`src/exc_pkg.sv`:
```
// Package of constants for the exception decision unit
package exc_pkg;

    // ---------------------------------------------------------------
    // Vectors
    // ---------------------------------------------------------------
    localparam logic [7:0] VEC_FP_ERROR = 8'h10;
    localparam logic [7:0] VEC_ALIGN = 8'h11;
    localparam logic [7:0] VEC_MACHINE = 8'h12;
    localparam logic [7:0] VEC_GPF = 8'h0D;

    // ---------------------------------------------------------------
    // Register offsets (byte addresses)
    // ---------------------------------------------------------------
    localparam logic [7:0] OFS_CTRL = 8'h00;
    localparam logic [7:0] OFS_FP_MASK = 8'h04;
    localparam logic [7:0] OFS_STATUS = 8'h08;
    localparam logic [7:0] OFS_FP_IP = 8'h0C;
    localparam logic [7:0] OFS_MC_ADDR = 8'h10;
    localparam logic [7:0] OFS_SAVED_IP = 8'h14;

    // ---------------------------------------------------------------
    // Control register field positions
    // ---------------------------------------------------------------
    localparam int CTRL_NUM_ERR_BIT = 0;
    localparam int CTRL_ALIGN_MASK_BIT = 1;
    localparam int CTRL_CHECK_EN_BIT = 2;
    localparam int CTRL_ACF_BIT = 3;
    localparam int CTRL_FX_AC_BIT = 4;
    localparam int CTRL_PIN_EN_BIT = 5;
    localparam logic [5:0] CTRL_RESET = 6'h20;
    localparam logic [5:0] FP_MASK_RESET = 6'h3F;

    // ---------------------------------------------------------------
    // Status register field positions
    // ---------------------------------------------------------------
    localparam int ST_FP_PEND_BIT = 0;
    localparam int ST_SHUTDOWN_BIT = 1;
    localparam int ST_ERR_IP_VALID_BIT = 2;
    localparam int ST_MCIP_BIT = 3;

    // ---------------------------------------------------------------
    // Operand kinds presented with each data access
    // ---------------------------------------------------------------
    typedef enum logic [3:0] {
        OP_BYTE = 4'h0, OP_WORD = 4'h1, OP_DWORD = 4'h2, OP_SINGLE = 4'h3,
        OP_DOUBLE = 4'h4, OP_EXTENDED = 4'h5, OP_QWORD = 4'h6, OP_DQWORD = 4'h7,
        OP_SELECTOR = 4'h8, OP_FAR32 = 4'h9, OP_FAR48 = 4'hA, OP_PTR32 = 4'hB,
        OP_TABLE_REG = 4'hC, OP_SIZED_AREA = 4'hD, OP_FULL_STATE = 4'hE,
        OP_UNALIGNED_128 = 4'hF
    } op_kind_e;

    // Instruction classes seen by the deferred fp logic
    typedef enum logic [1:0] {
        INS_OTHER = 2'h0, INS_WAITING = 2'h1, INS_NOWAIT = 2'h2, INS_FULL_STATE = 2'h3
    } ins_class_e;

endpackage : exc_pkg

```
`src/exc_unit.sv`:
```
// Exception decision unit: deferred fp error, alignment fault, machine abort
//
// Added by the designer: the placing of the registers and register access over AHB-Lite.
`timescale 1ns/1ns
`default_nettype none

module exc_unit
    import exc_pkg::*;
(
    input wire logic hclk,
    input wire logic hresetn,
    // AHB-Lite slave
    input wire logic hsel,
    input wire logic [7:0] haddr,
    input wire logic [1:0] htrans,
    input wire logic hwrite,
    input wire logic [2:0] hsize,
    input wire logic [31:0] hwdata,
    input wire logic hready,
    output logic [31:0] hrdata,
    output logic hreadyout,
    output logic hresp,
    // Core state
    input wire logic [1:0] current_privilege_level,
    input wire logic [31:0] instr_ptr,
    // Fp unit side
    input wire logic fp_error_detect,
    input wire logic [5:0] fp_error_type,
    input wire logic ins_valid,
    input wire logic [1:0] ins_class,
    // Data access check
    input wire logic acc_valid,
    input wire logic [31:0] acc_addr,
    input wire logic [3:0] acc_kind,
    input wire logic acc_opsize32,
    input wire logic acc_data_seg,
    input wire logic acc_implicit_pl0,
    output logic acc_go,
    // External error pins
    input wire logic check_error_pin_n,
    input wire logic bus_init_error_pin_n,
    input wire logic err_ip_valid_in,
    // Exception report
    output logic exc_valid,
    output logic [7:0] exc_vector,
    output logic exc_has_code,
    output logic [31:0] exc_code,
    output logic [31:0] exc_saved_ip,
    output logic exc_state_changed,
    output logic exc_abort,
    output logic shutdown
);

    // ---------------------------------------------------------------
    // Helpers
    // ---------------------------------------------------------------
    function automatic logic [4:0] align_need(input logic [3:0] kind, input logic osz32);
        unique case (op_kind_e'(kind))
            OP_WORD, OP_SELECTOR, OP_FAR32: align_need = 5'd2;
            OP_DWORD, OP_SINGLE, OP_PTR32, OP_FAR48, OP_TABLE_REG: align_need = 5'd4;
            OP_DOUBLE, OP_EXTENDED, OP_QWORD, OP_UNALIGNED_128: align_need = 5'd8;
            OP_DQWORD, OP_FULL_STATE: align_need = 5'd16;
            OP_SIZED_AREA: align_need = osz32 ? 5'd4 : 5'd2;
            default: align_need = 5'd1;
        endcase
    endfunction : align_need

    // ---------------------------------------------------------------
    // Registers
    // ---------------------------------------------------------------
    logic [5:0] ctrl_q;
    logic [5:0] fp_mask_q;
    logic fp_pend_q;
    logic [31:0] fp_ip_q;
    logic shutdown_q;
    logic err_ip_valid_q;
    logic mcip_q;
    logic [31:0] mc_addr_q;
    logic [31:0] saved_ip_q;
    logic ph_valid_q;
    logic ph_write_q;
    logic [7:0] ph_addr_q;

    wire num_err_en = ctrl_q[CTRL_NUM_ERR_BIT];
    wire align_mask_en = ctrl_q[CTRL_ALIGN_MASK_BIT];
    wire check_en = ctrl_q[CTRL_CHECK_EN_BIT];
    wire acf = ctrl_q[CTRL_ACF_BIT];
    wire fx_use_ac = ctrl_q[CTRL_FX_AC_BIT];
    wire pin_en = ctrl_q[CTRL_PIN_EN_BIT];

    // ---------------------------------------------------------------
    // Bus slave: zero wait states, always OKAY
    // ---------------------------------------------------------------
    assign hreadyout = 1'b1;
    assign hresp = 1'b0;
    wire addr_ph = hsel && hready && htrans[1];

    always_ff @(posedge hclk or negedge hresetn) begin
        if (!hresetn) begin
            ph_valid_q <= 1'b0;
            ph_write_q <= 1'b0;
            ph_addr_q <= 8'h00;
        end else begin
            ph_valid_q <= addr_ph;
            ph_write_q <= hwrite;
            ph_addr_q <= haddr;
        end
    end

    wire wr_ctrl = ph_valid_q && ph_write_q && ph_addr_q == OFS_CTRL;
    wire wr_mask = ph_valid_q && ph_write_q && ph_addr_q == OFS_FP_MASK;
    wire wr_status = ph_valid_q && ph_write_q && ph_addr_q == OFS_STATUS;

    always_ff @(posedge hclk or negedge hresetn) begin
        if (!hresetn) begin
            ctrl_q <= CTRL_RESET;
            fp_mask_q <= FP_MASK_RESET;
        end else begin
            if (wr_ctrl) begin
                ctrl_q <= hwdata[5:0];
            end
            if (wr_mask) begin
                fp_mask_q <= hwdata[5:0];
            end
        end
    end

    always_comb begin
        hrdata = 32'h0000_0000;
        if (ph_valid_q && !ph_write_q) begin
            unique case (ph_addr_q)
                OFS_CTRL: hrdata = {26'h0, ctrl_q};
                OFS_FP_MASK: hrdata = {26'h0, fp_mask_q};
                OFS_STATUS: hrdata = {28'h0, mcip_q, err_ip_valid_q, shutdown_q, fp_pend_q};
                OFS_FP_IP: hrdata = fp_ip_q;
                OFS_MC_ADDR: hrdata = mc_addr_q;
                OFS_SAVED_IP: hrdata = saved_ip_q;
                default: hrdata = 32'h0000_0000;
            endcase
        end
    end

    // ---------------------------------------------------------------
    // Deferred fp error
    // ---------------------------------------------------------------
    wire fp_unmasked = fp_error_detect && |(fp_error_type & ~fp_mask_q) && num_err_en;
    wire fp_deliver = fp_pend_q && ins_valid && ins_class == INS_WAITING;

    always_ff @(posedge hclk or negedge hresetn) begin
        if (!hresetn) begin
            fp_pend_q <= 1'b0;
            fp_ip_q <= 32'h0000_0000;
        end else begin
            if (fp_unmasked) begin
                fp_pend_q <= 1'b1; // set wins over any clear
                fp_ip_q <= instr_ptr;
            end else if (fp_deliver || (wr_status && hwdata[ST_FP_PEND_BIT])) begin
                fp_pend_q <= 1'b0;
            end
        end
    end

    // ---------------------------------------------------------------
    // Alignment check
    // ---------------------------------------------------------------
    logic [4:0] need;
    logic misaligned;
    logic ac_active;
    logic is_gp;
    logic acc_fault_ac;
    logic acc_fault_gp;

    always_comb begin
        need = align_need(acc_kind, acc_opsize32);
        misaligned = |(acc_addr[4:0] & (need - 5'd1));
        ac_active = align_mask_en && acf && current_privilege_level == 2'd3;
        is_gp = 1'b0;
        if (acc_kind == OP_DQWORD) begin
            is_gp = misaligned;
        end else if (acc_kind == OP_FULL_STATE) begin
            is_gp = misaligned && !(ac_active && fx_use_ac);
        end
        acc_fault_gp = acc_valid && acc_data_seg && is_gp;
        acc_fault_ac = acc_valid && acc_data_seg && !acc_implicit_pl0 && ac_active
            && misaligned && !is_gp;
    end

    assign acc_go = acc_valid && !acc_fault_ac && !acc_fault_gp;

    // ---------------------------------------------------------------
    // Machine check
    // ---------------------------------------------------------------
    wire pin_hit = pin_en && (!check_error_pin_n || !bus_init_error_pin_n);
    wire mc_event = pin_hit && !mcip_q;

    always_ff @(posedge hclk or negedge hresetn) begin
        if (!hresetn) begin
            err_ip_valid_q <= 1'b0;
            mcip_q <= 1'b0;
            mc_addr_q <= 32'h0000_0000;
            shutdown_q <= 1'b0;
        end else begin
            if (mc_event && check_en) begin
                mcip_q <= 1'b1;
                err_ip_valid_q <= err_ip_valid_in;
                mc_addr_q <= instr_ptr;
            end else if (wr_status && hwdata[ST_MCIP_BIT]) begin
                mcip_q <= 1'b0;
            end
            if (mc_event && !check_en) begin
                shutdown_q <= 1'b1;
            end
        end
    end
    assign shutdown = shutdown_q;

    // ---------------------------------------------------------------
    // Exception report, priority: machine, access faults, fp
    // ---------------------------------------------------------------
    always_ff @(posedge hclk or negedge hresetn) begin
        if (!hresetn) begin
            exc_valid <= 1'b0;
            exc_vector <= 8'h00;
            exc_has_code <= 1'b0;
            exc_code <= 32'h0000_0000;
            exc_saved_ip <= 32'h0000_0000;
            exc_state_changed <= 1'b0;
            exc_abort <= 1'b0;
            saved_ip_q <= 32'h0000_0000;
        end else begin
            exc_valid <= 1'b0;
            exc_has_code <= 1'b0;
            exc_code <= 32'h0000_0000;
            exc_state_changed <= 1'b0;
            exc_abort <= 1'b0;
            if (mc_event && check_en) begin
                exc_valid <= 1'b1;
                exc_vector <= VEC_MACHINE;
                exc_abort <= 1'b1;
                exc_state_changed <= 1'b1;
                exc_saved_ip <= instr_ptr;
                saved_ip_q <= instr_ptr;
            end else if (acc_fault_gp) begin
                exc_valid <= 1'b1;
                exc_vector <= VEC_GPF;
                exc_has_code <= 1'b1;
                exc_saved_ip <= instr_ptr;
                saved_ip_q <= instr_ptr;
            end else if (acc_fault_ac) begin
                exc_valid <= 1'b1;
                exc_vector <= VEC_ALIGN;
                exc_has_code <= 1'b1; // code is zero
                exc_saved_ip <= instr_ptr;
                saved_ip_q <= instr_ptr;
            end else if (fp_deliver) begin
                exc_valid <= 1'b1;
                exc_vector <= VEC_FP_ERROR;
                exc_state_changed <= 1'b1;
                exc_saved_ip <= instr_ptr;
                saved_ip_q <= instr_ptr;
            end
        end
    end
endmodule : exc_unit

`default_nettype wire

```
`config.mk`:
```
export PLATFORM = sky130hd
export DESIGN_NAME = exc_unit
export DESIGN_NICKNAME = d
export VERILOG_FILES = /design/src/exc_pkg.sv /design/src/exc_unit.sv
export SDC_FILE = /design/constraint.sdc
export NUM_CORES = 1
export LEC_CHECK = 0
export BUFFER_PORTS_ARGS = -buffer_cell sky130_fd_sc_hd__buf_2
export CORE_ASPECT_RATIO = 1.75
export CORE_UTILIZATION = 31
export DETAILED_ROUTE_END_ITERATION = 16
export MAX_ROUTING_LAYER = met4
export PLACE_DENSITY = 0.58
export SLEW_MARGIN = 20
export SYNTH_ARGS = -nofsm -noshare
export SYNTH_HDL_FRONTEND = slang
export SYNTH_SLANG_ARGS = --single-unit
```
`constraint.sdc`:
```
create_clock -name hclk -period 2 [get_ports hclk]
set_input_delay 0.4 -clock hclk [delete_from_list [all_inputs] [get_ports hclk]]
set_output_delay 0.4 -clock hclk [all_outputs]
set_load 0.01 [all_outputs]
```
# Word level (Yosys, flattened, before mapping)

Cells that the tools add are included.

Multipliers: 0
$add $sub $neg: 1
Reduce and logical (&&, ||, !) cells: 51
Shift operators: 0
Divide/modulo/power cells: 0
Equality and inequality tests: 22
Magnitude comparators: 0
Multiplexer cells: 29
Bitwise logic cells: 3

Operators by type and width:

| cell                                              | count |
|---|---|
| one-hot mux 32 bit (6 select lines)               | 1 |
| two-way mux 32 bit                                | 5 |
| == test 4 bit (second input constant)             | 8 |
| two-way mux 8 bit                                 | 4 |
| logical AND 1 bit                                 | 29 |
| one-hot mux 5 bit (5 select lines)                | 1 |
| two-way mux 1 bit                                 | 17 |
| == test 4 x 3 -> 1 bit (second input constant)    | 4 |
| == test 8 x 4 -> 1 bit (second input constant)    | 2 |
| == test 8 x 5 -> 1 bit (second input constant)    | 2 |
| zero test 1 bit                                   | 10 |
| OR reduction 5 bit                                | 2 |
| == test 4 x 2 -> 1 bit (second input constant)    | 2 |
| == test 8 x 3 -> 1 bit (second input constant)    | 1 |
| zero test 8 bit                                   | 1 |
| bitwise AND 6 bit                                 | 1 |
| inverter 6 bit                                    | 1 |
| OR reduction 6 bit                                | 1 |
| bitwise AND 5 bit                                 | 1 |
| subtractor 5 x 1 -> 5 bit (second input constant) | 1 |
| == test 4 x 1 -> 1 bit (second input constant)    | 1 |
| nonzero test 2 bit                                | 2 |
| nonzero test 4 bit                                | 1 |
| OR reduction 4 bit                                | 1 |
| 6 further kinds                                   | 7 |

Bits in read-only memories: 0
Input bits: 137
Logic and storage cells: 123
Bits in latches: 0
Bits in writable memories: 0
Flip-flop bits (word level): 134
Memories: 0

# Logic depth before layout (Yosys ltp)

Gate-level depths: netlist (run 1).

Depth after elaboration: 14
Depth in mapped cells: 7
Depth with buffers taken out: 5

# Least setup slack after synthesis (run 1)

OpenSTA, ideal clock, no wires.

Path kind: register to output
Start point: register ph_addr_q[2]
End point: output hrdata[0]
Buffers on the path: 3
Slack: -0.069 ns
Required time: 1.600 ns
Cell stages (with the launch flop): 7
Arrival time: 1.669 ns
Cell sequence: dfrtp_1 -> buf_2 -> nor4_2 -> buf_4 -> buf_4 -> a22oi_1 -> a221oi_1

Word-level cells in the longest chain between the ends: 3
Elaborated cells between the ends (all ways): 8
Those cells by class: eq/ne: 5; mux: 2; reduce/logical: 1

Ends and longest elaborated chain:

| what                                                 | line            | RTL |
|---|---|---|
| start, declared                                      | exc_unit.sv:82  | `logic [7:0] ph_addr_q;` |
| start signal, assigned                               | exc_unit.sv:106 | `ph_addr_q <= haddr;` |
| == test 8 x 5 -> 1 bit, or another cell as far along | exc_unit.sv:131 | `unique case (ph_addr_q)` |
| one-hot mux 32 bit (6 select lines) *                | exc_unit.sv:131 |  |
| two-way mux 32 bit *                                 | exc_unit.sv:130 | `if (ph_valid_q && !ph_write_q) begin` |
| end, declared                                        | exc_unit.sv:20  | `output logic [31:0] hrdata,` |

Every way passes the cells marked *; elsewhere a longest branch is shown, timed or not.

# Worst setup path after layout (run 1)

Start point: register ph_addr_q[0]
End point: output hrdata[23]

The elaborated chain is that of the path after synthesis.

==> summary.md, run 1 <==
| Metric | Value |
|---|---|
| GRT Util Overall | between 15 and 20% |
| Synthesis warning total | 0 |
| Port-buffer cells | 153 |
| Slowest CP cell | dfrtp_1 |
| Initial antenna violation count | 1 |
| DP Worst Slack | -0.157 ns |
| Crit path DAT | roughly 2.1 ns |
| Fin cells | approximately 950 |
| CTS Buf Count | 17 |
| Rows | slightly below 70 |
| WP depth | 9 |
| Worst-Margin Slew | 0.526 ns |
| Critical Path Fanout Max | 9 |
| Core area | 19800 µm² |
| Crit-path leading delay family | simple AND/OR/NAND/NOR gates |
| Slowest stage delay, CP | 0.43 ns |
| # setup viols final | 33 |
| RSZ-0062 raised after global routing | yes |
| TritonCTS clock tree | yes |
| WL/cell | 18.9 µm |
| Clock slew at reported path FFs | about 0.060 ns |
| Outcome | finished with violations |
| Max frequency | ~400 MHz |
| Final ANT Viol Nets | 0 |
| Nets@finish | 825 |
| Vias after detailed routing | between 4000 and 5000 |
| Die Y | 191 µm |
| Setup crit end kind | output port |
| Clock sinks | 130 |
| Pwr dens | ~830 nW/µm² |
| Cell count of the worst reg-to-reg path | 7 |
| Gp weighted congestion | between 0.8 and 0.9 |
| Top cell by count, worst path | buf_12 |
| Critical path buffers and inverters | 4 |
| Clock skew | around 0.009 ns |
| Largest net degree at the start of global routing | 55 |
| Drt pass-1 iters | 6 |
| Synthesized area | 6300 µm² |
| Placed cell count | 890 |
| GRT overflow | 0 |
| Root Buffer | clkbuf_16 |
| Post-synth EDFFs | 0 |
| Failing checks | negative setup slack |
| Via density | between 4 and 5 |
| Final Hold Viols | 0 |
| Mean Syn Cell Area | 13.0 µm² |
| Total wire length | 17900 µm |
| Die width | 110 µm |
| Period utilization | 126% |
| Yosys reg bits | 130 |
| Asr flop ratio synth | 100% |
| Iter 0 DRT Violations | about 170 |
| Setup CP Type | register to output port |
| Synth area leaders | dfrtp_1, mux2_2, mux2_4 |
| Post-synthesis sequential area ratio | 51.8% |
| Initial Util | between 30% and 40% |
| Share of layout cells above drive strength 1 | 57.6% |
| CP startpoint kind | register |
| FF-to-FF setup slack | 0.06 ns |
| Min-Delay Path Class | input pin to register |
| DIE AREA | 20900 µm² |
| Clock Latency Late Sink | 0.42 ns |
| Half-perimeter wire length after placement | 11900 µm |
| Top cell type by total area after synthesis | dfrtp_1 |
| Fin crit period | 2.52 ns |
| Max clock buf depth | 2 |
| Max Cap Viol | 0 |
| Hold path depth | 1 |
| Yosys cell types | 52 |
| Max-slew violation count | 0 |
| Critical-path cell list | buf_6, nor3b_4, nand3b_1, nor2_4, buf_12, buf_12, a2bb2oi_1, nor2_1, buf_2 |
| Vias in the first global route | approximately 4900 |
| Max H-tree Level | 4 |
| Area grow syn2layout | 36.6% |
| Share of the synthesized area in the top cell type | 48.9% |
| Peak supply drop | 0.512 mV |
| Static Leak | 4.13 nW |
| Ys flop type | dfrtp_1 |
| Detailed-route DRC error count | 0 |
| Ports | 249 |
| Mapped Cells | ~490 |
| First-pass GRT wire length | 27500 µm |
| Setup ws final | -0.523 ns |
| Slew margin rel. | 64.9% |
| Worst Path Required | 1.60 ns |
-- what timing repair did --
action                                  4_1_cts  5_1_grt
hold endpoints to repair                     45        0
gates resized for setup                      36       27
hold buffers                                  1        0
buffers inserted                             14        6
endpoints found under the setup margin       34       64
cloned                                        4        3
pin swaps                                    17       14
-- stage by stage --
step / total power [W] / hold WS [ns] / instance area, µm² / TNS, ns / util [%]
2_1_floorplan: 0.00370 / 0.104 / 6440 / -0.0160 / -
3_3_place_gp: 0.00414 / 0.384 / 7490 / -1.81 / 37.8
3_5_place_dp: 0.00418 / 0.393 / 7490 / -2.98 / 37.8
4_1_cts: 0.00720 / 0.0535 / 8410 / -15.28 / 42.4
5_1_grt: 0.00746 / 0.0612 / 8600 / -18.03 / 43.4
6_report: 0.00711 / 0.0811 / 8600 / -14.25 / 43.4
-- worst register-to-register path: stages (launching register included) --
cell and delay (ns):
dfrtp_1 0.39, and4_4 0.20, a311oi_4 0.31, o22ai_2 0.14, buf_6 0.15, nand2_8 0.12
clkbuf_16 0.20, mux2_4 0.30
-- kinds of logic (layout without fill, tap and decap cells) --
| family | Yosys count | after routing | share of synthesized area (%) |
|---|---|---|---|
| flip-flops | 130 | 130 | 51.8 |
| buffers and inverters | 73 | 253 | 7.39 |
| other | 2 | 38 | 0.119 |
| XOR/XNOR | 1 | 1 | 0.139 |
| multiplexers | 121 | 121 | 23.1 |
| AO/OA/AOI/OAI | 84 | 84 | 10.7 |
| AND/OR/NAND/NOR | 75 | 75 | 6.73 |
-- power breakdown --
| group | switching (W) | total, W | internal, W |
|---|---|---|---|
| Combinational | 0.000493 | 0.00107 | 0.000582 |
| Clock | 0.00119 | 0.00293 | 0.00174 |
| Sequential | 0.000217 | 0.00311 | 0.00289 |
| Total | 0.00190 | 0.00711 | 0.00521 |
-- cells in the mapped netlist, types with 6 or more instances --
master,count
buf_2,15
a2bb2oi_1,26
o22ai_1,8
nand2_1,9
dfrtp_1,123
mux2_2,82
inv_1,8
clkbuf_1,6
nor2_1,35
a22oi_1,30
dfstp_2,7
mux2_4,28
mux2i_1,10
buf_4,40
-- path summary, 6_finish.rpt --
path | startpoint | to
worst min register to register | exc_vector[0] | exc_vector[0]
worst max register to register | ctrl_q[1] | exc_saved_ip[25]
worst min-delay path | haddr[1] | ph_addr_q[1]
max in group asynchronous | hresetn | exc_valid
min in group asynchronous | hresetn | exc_state_changed
worst max-delay path | ph_addr_q[0] | hrdata[23]
-- flip-flops by register name, indices dropped and copies added (netlist names) --
signal	count
ph_addr_q	8
ph_write_q	1
err_ip_valid_q	1
mcip_q	1
exc_abort	1
shutdown	1
exc_state_changed	1
fp_mask_q	6
fp_pend_q	1
ctrl_q	6
exc_has_code	1
exc_saved_ip	32
mc_addr_q	32
fp_ip_q	32
exc_valid	1
ph_valid_q	1
exc_vector	4
-- layer usage --
metal	routed length [µm]	vias to the layer above	global-route usage (%)
li1	-	2108	-
met1	6810	2381	19.5
met2	9890	174	33.1
met3	670	34	3.45
met4	524	0	7.23
met5	0	-	-
-- cells in the final DEF, fill, tap and decap left out, types with 7 or more instances in the layout --
cell type	synthesis	layout
inv_1	8	8
conb_1	2	37
mux2i_1	10	9
a22oi_1	30	27
buf_4	40	24
mux2_2	82	82
dfrtp_1	123	121
buf_12	0	13
nand2_1	9	7
a2bb2oi_1	26	24
buf_6	3	18
clkbuf_16	0	20
nor2_1	35	27
mux2_4	28	28
buf_2	15	151
dfstp_2	7	7
-- layout make-up --
class                           instances  area [µm²]
Fill cell                            1863       11200
Sequential cell                       130        3260
Multi-Input combinational cell        318        2890
Timing Repair Buffer                  213        1550
Clock buffer                           20         447
Tap cell                              245         307
Clock inverter                         12         111
Inverter                                8        30.0
Antenna cell                            1        2.50
No activity file was read; power rests on OpenSTA's default activity.
==> run 2, diff against run 1 <==
Settings changed: CORE_UTILIZATION 31 to 44, PLACE_DENSITY 0.58 to 0.74.
Clock period 2 ns to 2.98 ns, I/O delays scaled along.
==> run 2 against run 1 <==
  * The flow now finishes without violations
  * Final cell count decreased by 12%
  * Critical path depth decreased by 2
  * Non-clock buffer count decreased by 41
  * Critical path type unchanged
  * Setup slack improved by 0.61 ns
  * Sequential power decreased by 33%
  * Via count decreased by 3.6%
==> summary.md, run 2 (synthesized netlist as in run 1, its figures left out) <==
| Metric | Value |
|---|---|
| Max-slew violation count | 0 |
| DIE AREA | 14800 µm² |
| Max clock buf depth | 2 |
| Ports | 249 |
| Via density | 5.41 |
| CTS Buf Count | 17 |
| Max Cap Viol | 0 |
| Setup ws final | 0.0849 ns |
| # diodes | 0 |
| Iter 0 DRT Violations | 212 |
| Core Util, Final | 55.9% |
| Static Leak | 3.83 nW |
| Final ANT Viol Nets | 0 |
| Largest net degree at the start of global routing | 75 |
| CP startpoint kind | register |
| Slew margin rel. | 35.3% |
| FF-to-FF setup slack | 0.82 ns |
| Die width | between 90 and 100 µm |
| Most frequent cells in the layout | buf_2, dfrtp_1, mux2_2 |
| Initial antenna violation count | 0 |
| Worst Path Required | approximately 2.4 ns |
| Multi-input logic area | 2730 µm² |
| Max frequency | 345 MHz |
| Root Buffer | clkbuf_16 |
| Min-Delay Path Class | input pin to asynchronous set/reset pin |
| Period utilization | about 97% |
| Rows | 57 |
| Critical Path Fanout Max | 28 |
| Share of layout cells above drive strength 1 | 50.8% |
| Slowest stage delay, CP | around 0.40 ns |
| Setup crit end kind | output port |
| Drt pass-1 iters | 5 |
| Clock Latency Late Sink | 0.40 ns |
| Final Hold Viols | 0 |
| Crit path DAT | 2.30 ns |
| Largest regs | exc_saved_ip x32, fp_ip_q x32, mc_addr_q x32 |
| Setup CP Type | register to output port |
| GRT overflow | 0 |
| Fin crit period | 2.90 ns |
| Detailed-route DRC error count | 0 |
| Core area | 13900 µm² |
| Vias in the first global route | between 4000 and 5000 |
| Half-perimeter wire length after placement | around 11000 µm |
| Gp weighted congestion | 0.917 |
| # setup viols final | 0 |
| Clock sinks | 130 |
| Slowest CP cell | dfrtp_1 |
| TritonCTS clock tree | yes |
| Peak supply drop | 0.379 mV |
| Port-buffer cells | around 150 |
| Fillcell total | 1178 |
| Die Y | 160 µm |
| Post-cts hold buffer count | 0 |
| Initial Util | 45.3% |
| Worst-Margin Slew | 0.970 ns |
| Area grow syn2layout | 23.4% |
| Max H-tree Level | 4 |
| Vias after detailed routing | 4529 |
| First-pass GRT wire length | 25100 µm |
| Cell count of the worst reg-to-reg path | 6 |
| Total wire length | between 15000 and 20000 µm |
| Top cell by count, worst path | buf_4 |
| Nets@finish | 784 |
| Critical-path cell list | nor3_4, buf_4, nand2b_1, a2111o_1, buf_4, nor2_1, buf_2 |
| WL/cell | between 15 and 20 µm |
| Clock skew | 0.0101 ns |
| Clock slew at reported path FFs | about 0.060 ns |
| Outcome | complete, no violations |
| Sequential cell area | 3260 µm² |
| GRT Util Overall | a little under a quarter |
| DP Worst Slack | 0.264 ns |
| Most common cell after layout, fill and taps aside | buf_2 |
| Pwr dens | 610 nW/µm² |
[run 2: changes by cell type in the layout (fill, tap and decap cells not counted), sizes merged, moves of 3 or more]
cell / before / now
buf: 209 / 172
clkbuf: 23 / 19
clkinv: 4 / 7
clkinvlp: 6 / 3
[run 2: power breakdown]
group	internal, W	total (W)	switching [W]	leakage, nW
clock network	0.00123	0.00199	0.000763	0.273
logic	0.000355	0.000666	0.000311	1.84
registers	0.00194	0.00208	0.000144	1.71
total	0.00352	0.00474	0.00122	3.83
[run 2: what timing repair did]
action,in CTS,in global routing
pin swaps,1,0
gates resized for setup,0,2
endpoints found under the setup margin,22,21
setup buffers,3,0
[run 2: per-stage QoR]
stage	TNS, ns	hold slack, ns	total power (W)	instance area, µm²	cells
after global routing	-0.00496	0.230	0.00493	7770	837
after detailed placement	0	0.482	0.00278	7150	802
after global placement	0	0.464	0.00275	7150	802
after floorplan	0	0.300	0.00248	6430	521
after CTS	0	0.218	0.00478	7760	837
final	0	0.197	0.00474	7770	837
[run 2: worst max-delay path: cells and delay by family, from the launching register on]
kind	cells	cell delay, ns
simple gates	3	0.57
compound gates	1	0.30
flops	1	0.40
buf+inv	3	0.61
[run 2: per-layer routing]
layer | up-vias | part of all wire, % | track usage [%]
li1 | 2022 | - | -
met1 | 2271 | 38 | 25.0
met2 | 202 | 54 | 38.9
met3 | 34 | 4.6 | 3.95
met4 | 0 | 3.3 | 10.4
met5 | - | 0 | -
[run 2: path summary, 6_finish.rpt]
path	startpoint	endpoint
min in group hclk	haddr[3]	ph_addr_q[3]
hold / removal	hresetn	exc_saved_ip[15]
hold reg to reg	exc_vector[4]	exc_vector[4]
setup / recovery	ph_addr_q[5]	hrdata[18]
max in group asynchronous	hresetn	fp_ip_q[0]
setup reg to reg	ctrl_q[1]	exc_saved_ip[10]
[run 2: area by class of cell]
cell class / count / area share, %
Clock buffer: 19 / 5.57
Clock inverter: 13 / 1.77
Inverter: 8 / 0.386
Multi-Input combinational cell: 318 / 35.1
Sequential cell: 130 / 42.0
Tap cell: 177 / 2.85
Timing Repair Buffer: 172 / 12.4
==> run 3, diff against run 2 <==
Settings changed: ABC_AREA set to 1.
==> run 3 against run 2 <==
  * Via count rose by 25%
  * Final cell count rose by 34%
  * Design area rose by 0.93%
  * Clock-buffer cell count rose by 4
  * Largest cell class unchanged
==> summary.md, run 3 <==
| Metric | Value |
|---|---|
| Clock skew | 0.00561 ns |
| Share of the synthesized area in the top cell type | 48.7% |
| Sequential Power Share | 42.5% |
| Area grow syn2layout | 24.0% |
| Share of layout cells above drive strength 1 | 24.3% |
| GRT Util Overall | 24.9% |
| Final ANT Viol Nets | 0 |
| Die width | just over 90 µm |
| Net Sw Frac | roughly 27% |
| DP Worst Slack | 0.138 ns |
| Iter 0 DRT Violations | 365 |
| Ports | 249 |
| DIE AREA | 14900 µm² |
| Period utilization | ~95% |
| Nets@finish | 1069 |
| First-pass GRT wire length | 27200 µm |
| Most frequent cell after synthesis | nand2_1 |
| Initial antenna violation count | 1 |
| Clock sinks | 130 |
| Total wire length | around 17000 µm |
| Grt met1 use | between 20% and 30% |
| Port-buffer cells | 153 |
| Clk pwr share | 42.0% |
| Fin cells | between 1000 and 1500 |
| Synth area leaders | dfrtp_1, nand2_1, nand3_1 |
| Fin crit period | approximately 2.8 ns |
| CTS Buf Count | 17 |
| Critical Path Fanout Max | 9 |
| Gp weighted congestion | ~0.8 |
| Max-slew violation count | 0 |
| Placed cell count | 1087 |
| CP startpoint kind | register |
| Post-synth EDFFs | 0 |
| Internal Power | 0.00419 W |
| Yosys reg bits | 130 |
| Peak supply drop | 0.362 mV |
| Core area | 14000 µm² |
| Drt pass-1 iters | 5 |
| Setup ws final | approximately 0.15 ns |
| Mean Syn Cell Area | a little over 8 µm² |
| Max clock buf depth | 2 |
| GRT overflow | 0 |
| Multi-input logic area | between 2000 and 2500 µm² |
| NetSw | 0.00154 W |
| Largest regs | exc_saved_ip x32, fp_ip_q x32, mc_addr_q x32 |
| Yosys cell types | 30 |
| Worst-Margin Slew | 0.691 ns |
| Crit path DAT | approximately 2.2 ns |
| Global route hottest layer | met2 |
| Setup TNS | 0 ns |
| Core Util, Final | 56.1% |
| Ys flop type | dfrtp_1 |
| TritonCTS clock tree | yes |
| Via density | 5.04 |
| Static Leak | 4.20 nW |
| Clock Latency Late Sink | just over 0.4 ns |
| Clock slew at reported path FFs | 0.05 ns |
| Comb pwr share | between 15 and 20% |
| Half-perimeter wire length after placement | 11700 µm |
| Rows | 57 |
| GR met3 Demand/Resource | about 4.1% |
| Max frequency | 354 MHz |
| Met2 Use GR | 42.2% |
| Mapped Cells | 785 |
| Final Hold Viols | 0 |
| Most common cell after layout, fill and taps aside | nand2_1 |
| Vias after detailed routing | 5665 |
| Sequential cell area | around 3300 µm² |
| WL/cell | about 15 µm |
| Slew margin rel. | between 50% and 60% |
| Asr flop ratio synth | 100% |
| Setup CP Type | register to output port |
| Vias in the first global route | 5374 |
| Max Cap Viol | 0 |
| Detailed-route DRC error count | 0 |
| Synthesis warning total | 0 |
| Root Buffer | clkbuf_16 |
| Outcome | complete, no violations |
| Synthesized area | 6320 µm² |
| Top cell type by total area after synthesis | dfrtp_1 |
| Max H-tree Level | 4 |
| Setup crit end kind | output port |
| Largest net degree at the start of global routing | 73 |
| Worst Path Required | 2.38 ns |
| Pwr dens | 731 nW/µm² |
| Min-Delay Path Class | input pin to asynchronous set/reset pin |
| Synth cell count leaders | nand2_1, dfrtp_1, nand3_1 |
| Initial Util | 45.2% |
| RSZ-0062 raised after global routing | no |
| Most frequent cells in the layout | nand2_1, buf_2, dfrtp_1 |
| Die Y | approximately 160 µm |
| Post-synthesis sequential area ratio | 51.6% |
| # setup viols final | 0 |
| Fillcell total | 1357 |
[run 3: worst max-delay path, stage by stage, from the launching register on]
cell,delay (ns)
dfrtp_1,0.36
nor2_1,0.17
nand2_1,0.11
nor2_4,0.15
nand2_1,0.14
nand3_2,0.17
o21ai_4,0.15
buf_4,0.21
a31oi_1,0.18
buf_2,0.17
[run 3: final cells by class]
type / instances / share of cell area, %
sequential: 130 / 41.6
multi-input combinational: 537 / 31.3
timing repair buffer: 171 / 11.9
clock buffer: 23 / 6.22
inverter: 75 / 3.62
tap: 177 / 2.82
clock inverter: 9 / 2.54
antenna: 1 / 0.0319
[run 3: kinds of logic (layout without fill, tap and decap cells)]
group                  Yosys count  in the layout  synth area share [%]
buffers and inverters          154            278                  12.6
AO/OA/AOI/OAI                  118            119                  10.2
AND/OR/NAND/NOR                381            381                  25.5
other                            2             38                 0.119
flip-flops                     130            130                  51.6
[run 3: layer usage]
layer	part of all wire (%)	up-vias
li1	-	2740
met5	0	-
met1	40	2680
met3	5.4	34
met4	3.2	0
met2	52	211
[run 3: power groups by stage]
stage | logic, W | clock network [W] | registers, W
2_1_floorplan | 0.000487 | 0 | 0.00248
3_3_place_gp | 0.000862 | 0 | 0.00244
3_5_place_dp | 0.000893 | 0 | 0.00246
4_1_cts | 0.000898 | 0.00243 | 0.00243
5_1_grt | 0.00100 | 0.00252 | 0.00249
6_report | 0.000884 | 0.00241 | 0.00244
[run 3: what timing repair did]
item,4_1_cts,5_1_grt
pin swaps,1,1
hold buffers,0,0
hold endpoints to repair,0,0
setup buffers,2,0
cloned,1,0
setup endpoints to repair,26,28
gates resized for setup,2,6
[run 3: worst paths after layout]
check	startpoint	end	slack (ns)	depth (start not counted)
worst min register to register	err_ip_valid_q	err_ip_valid_q	0.48	2
worst max register to register	ctrl_q[3]	exc_saved_ip[4]	1.10	9
min in group hclk	haddr[7]	ph_addr_q[7]	0.29	1
max in group asynchronous	hresetn	ctrl_q[5]	2.02	2
worst min-delay path	hresetn	mc_addr_q[25]	0.14	1
worst max-delay path	ph_addr_q[5]	hrdata[7]	0.15	9
[run 3: through the flow]
step	cell area (µm²)	total power (W)	hold slack, ns
3_3_place_gp	7090	0.00330	0.465
5_1_grt	7840	0.00601	0.175
4_1_cts	7810	0.00576	0.160
2_1_floorplan	6450	0.00297	0.300
6_report	7840	0.00573	0.137
3_5_place_dp	7090	0.00335	0.473
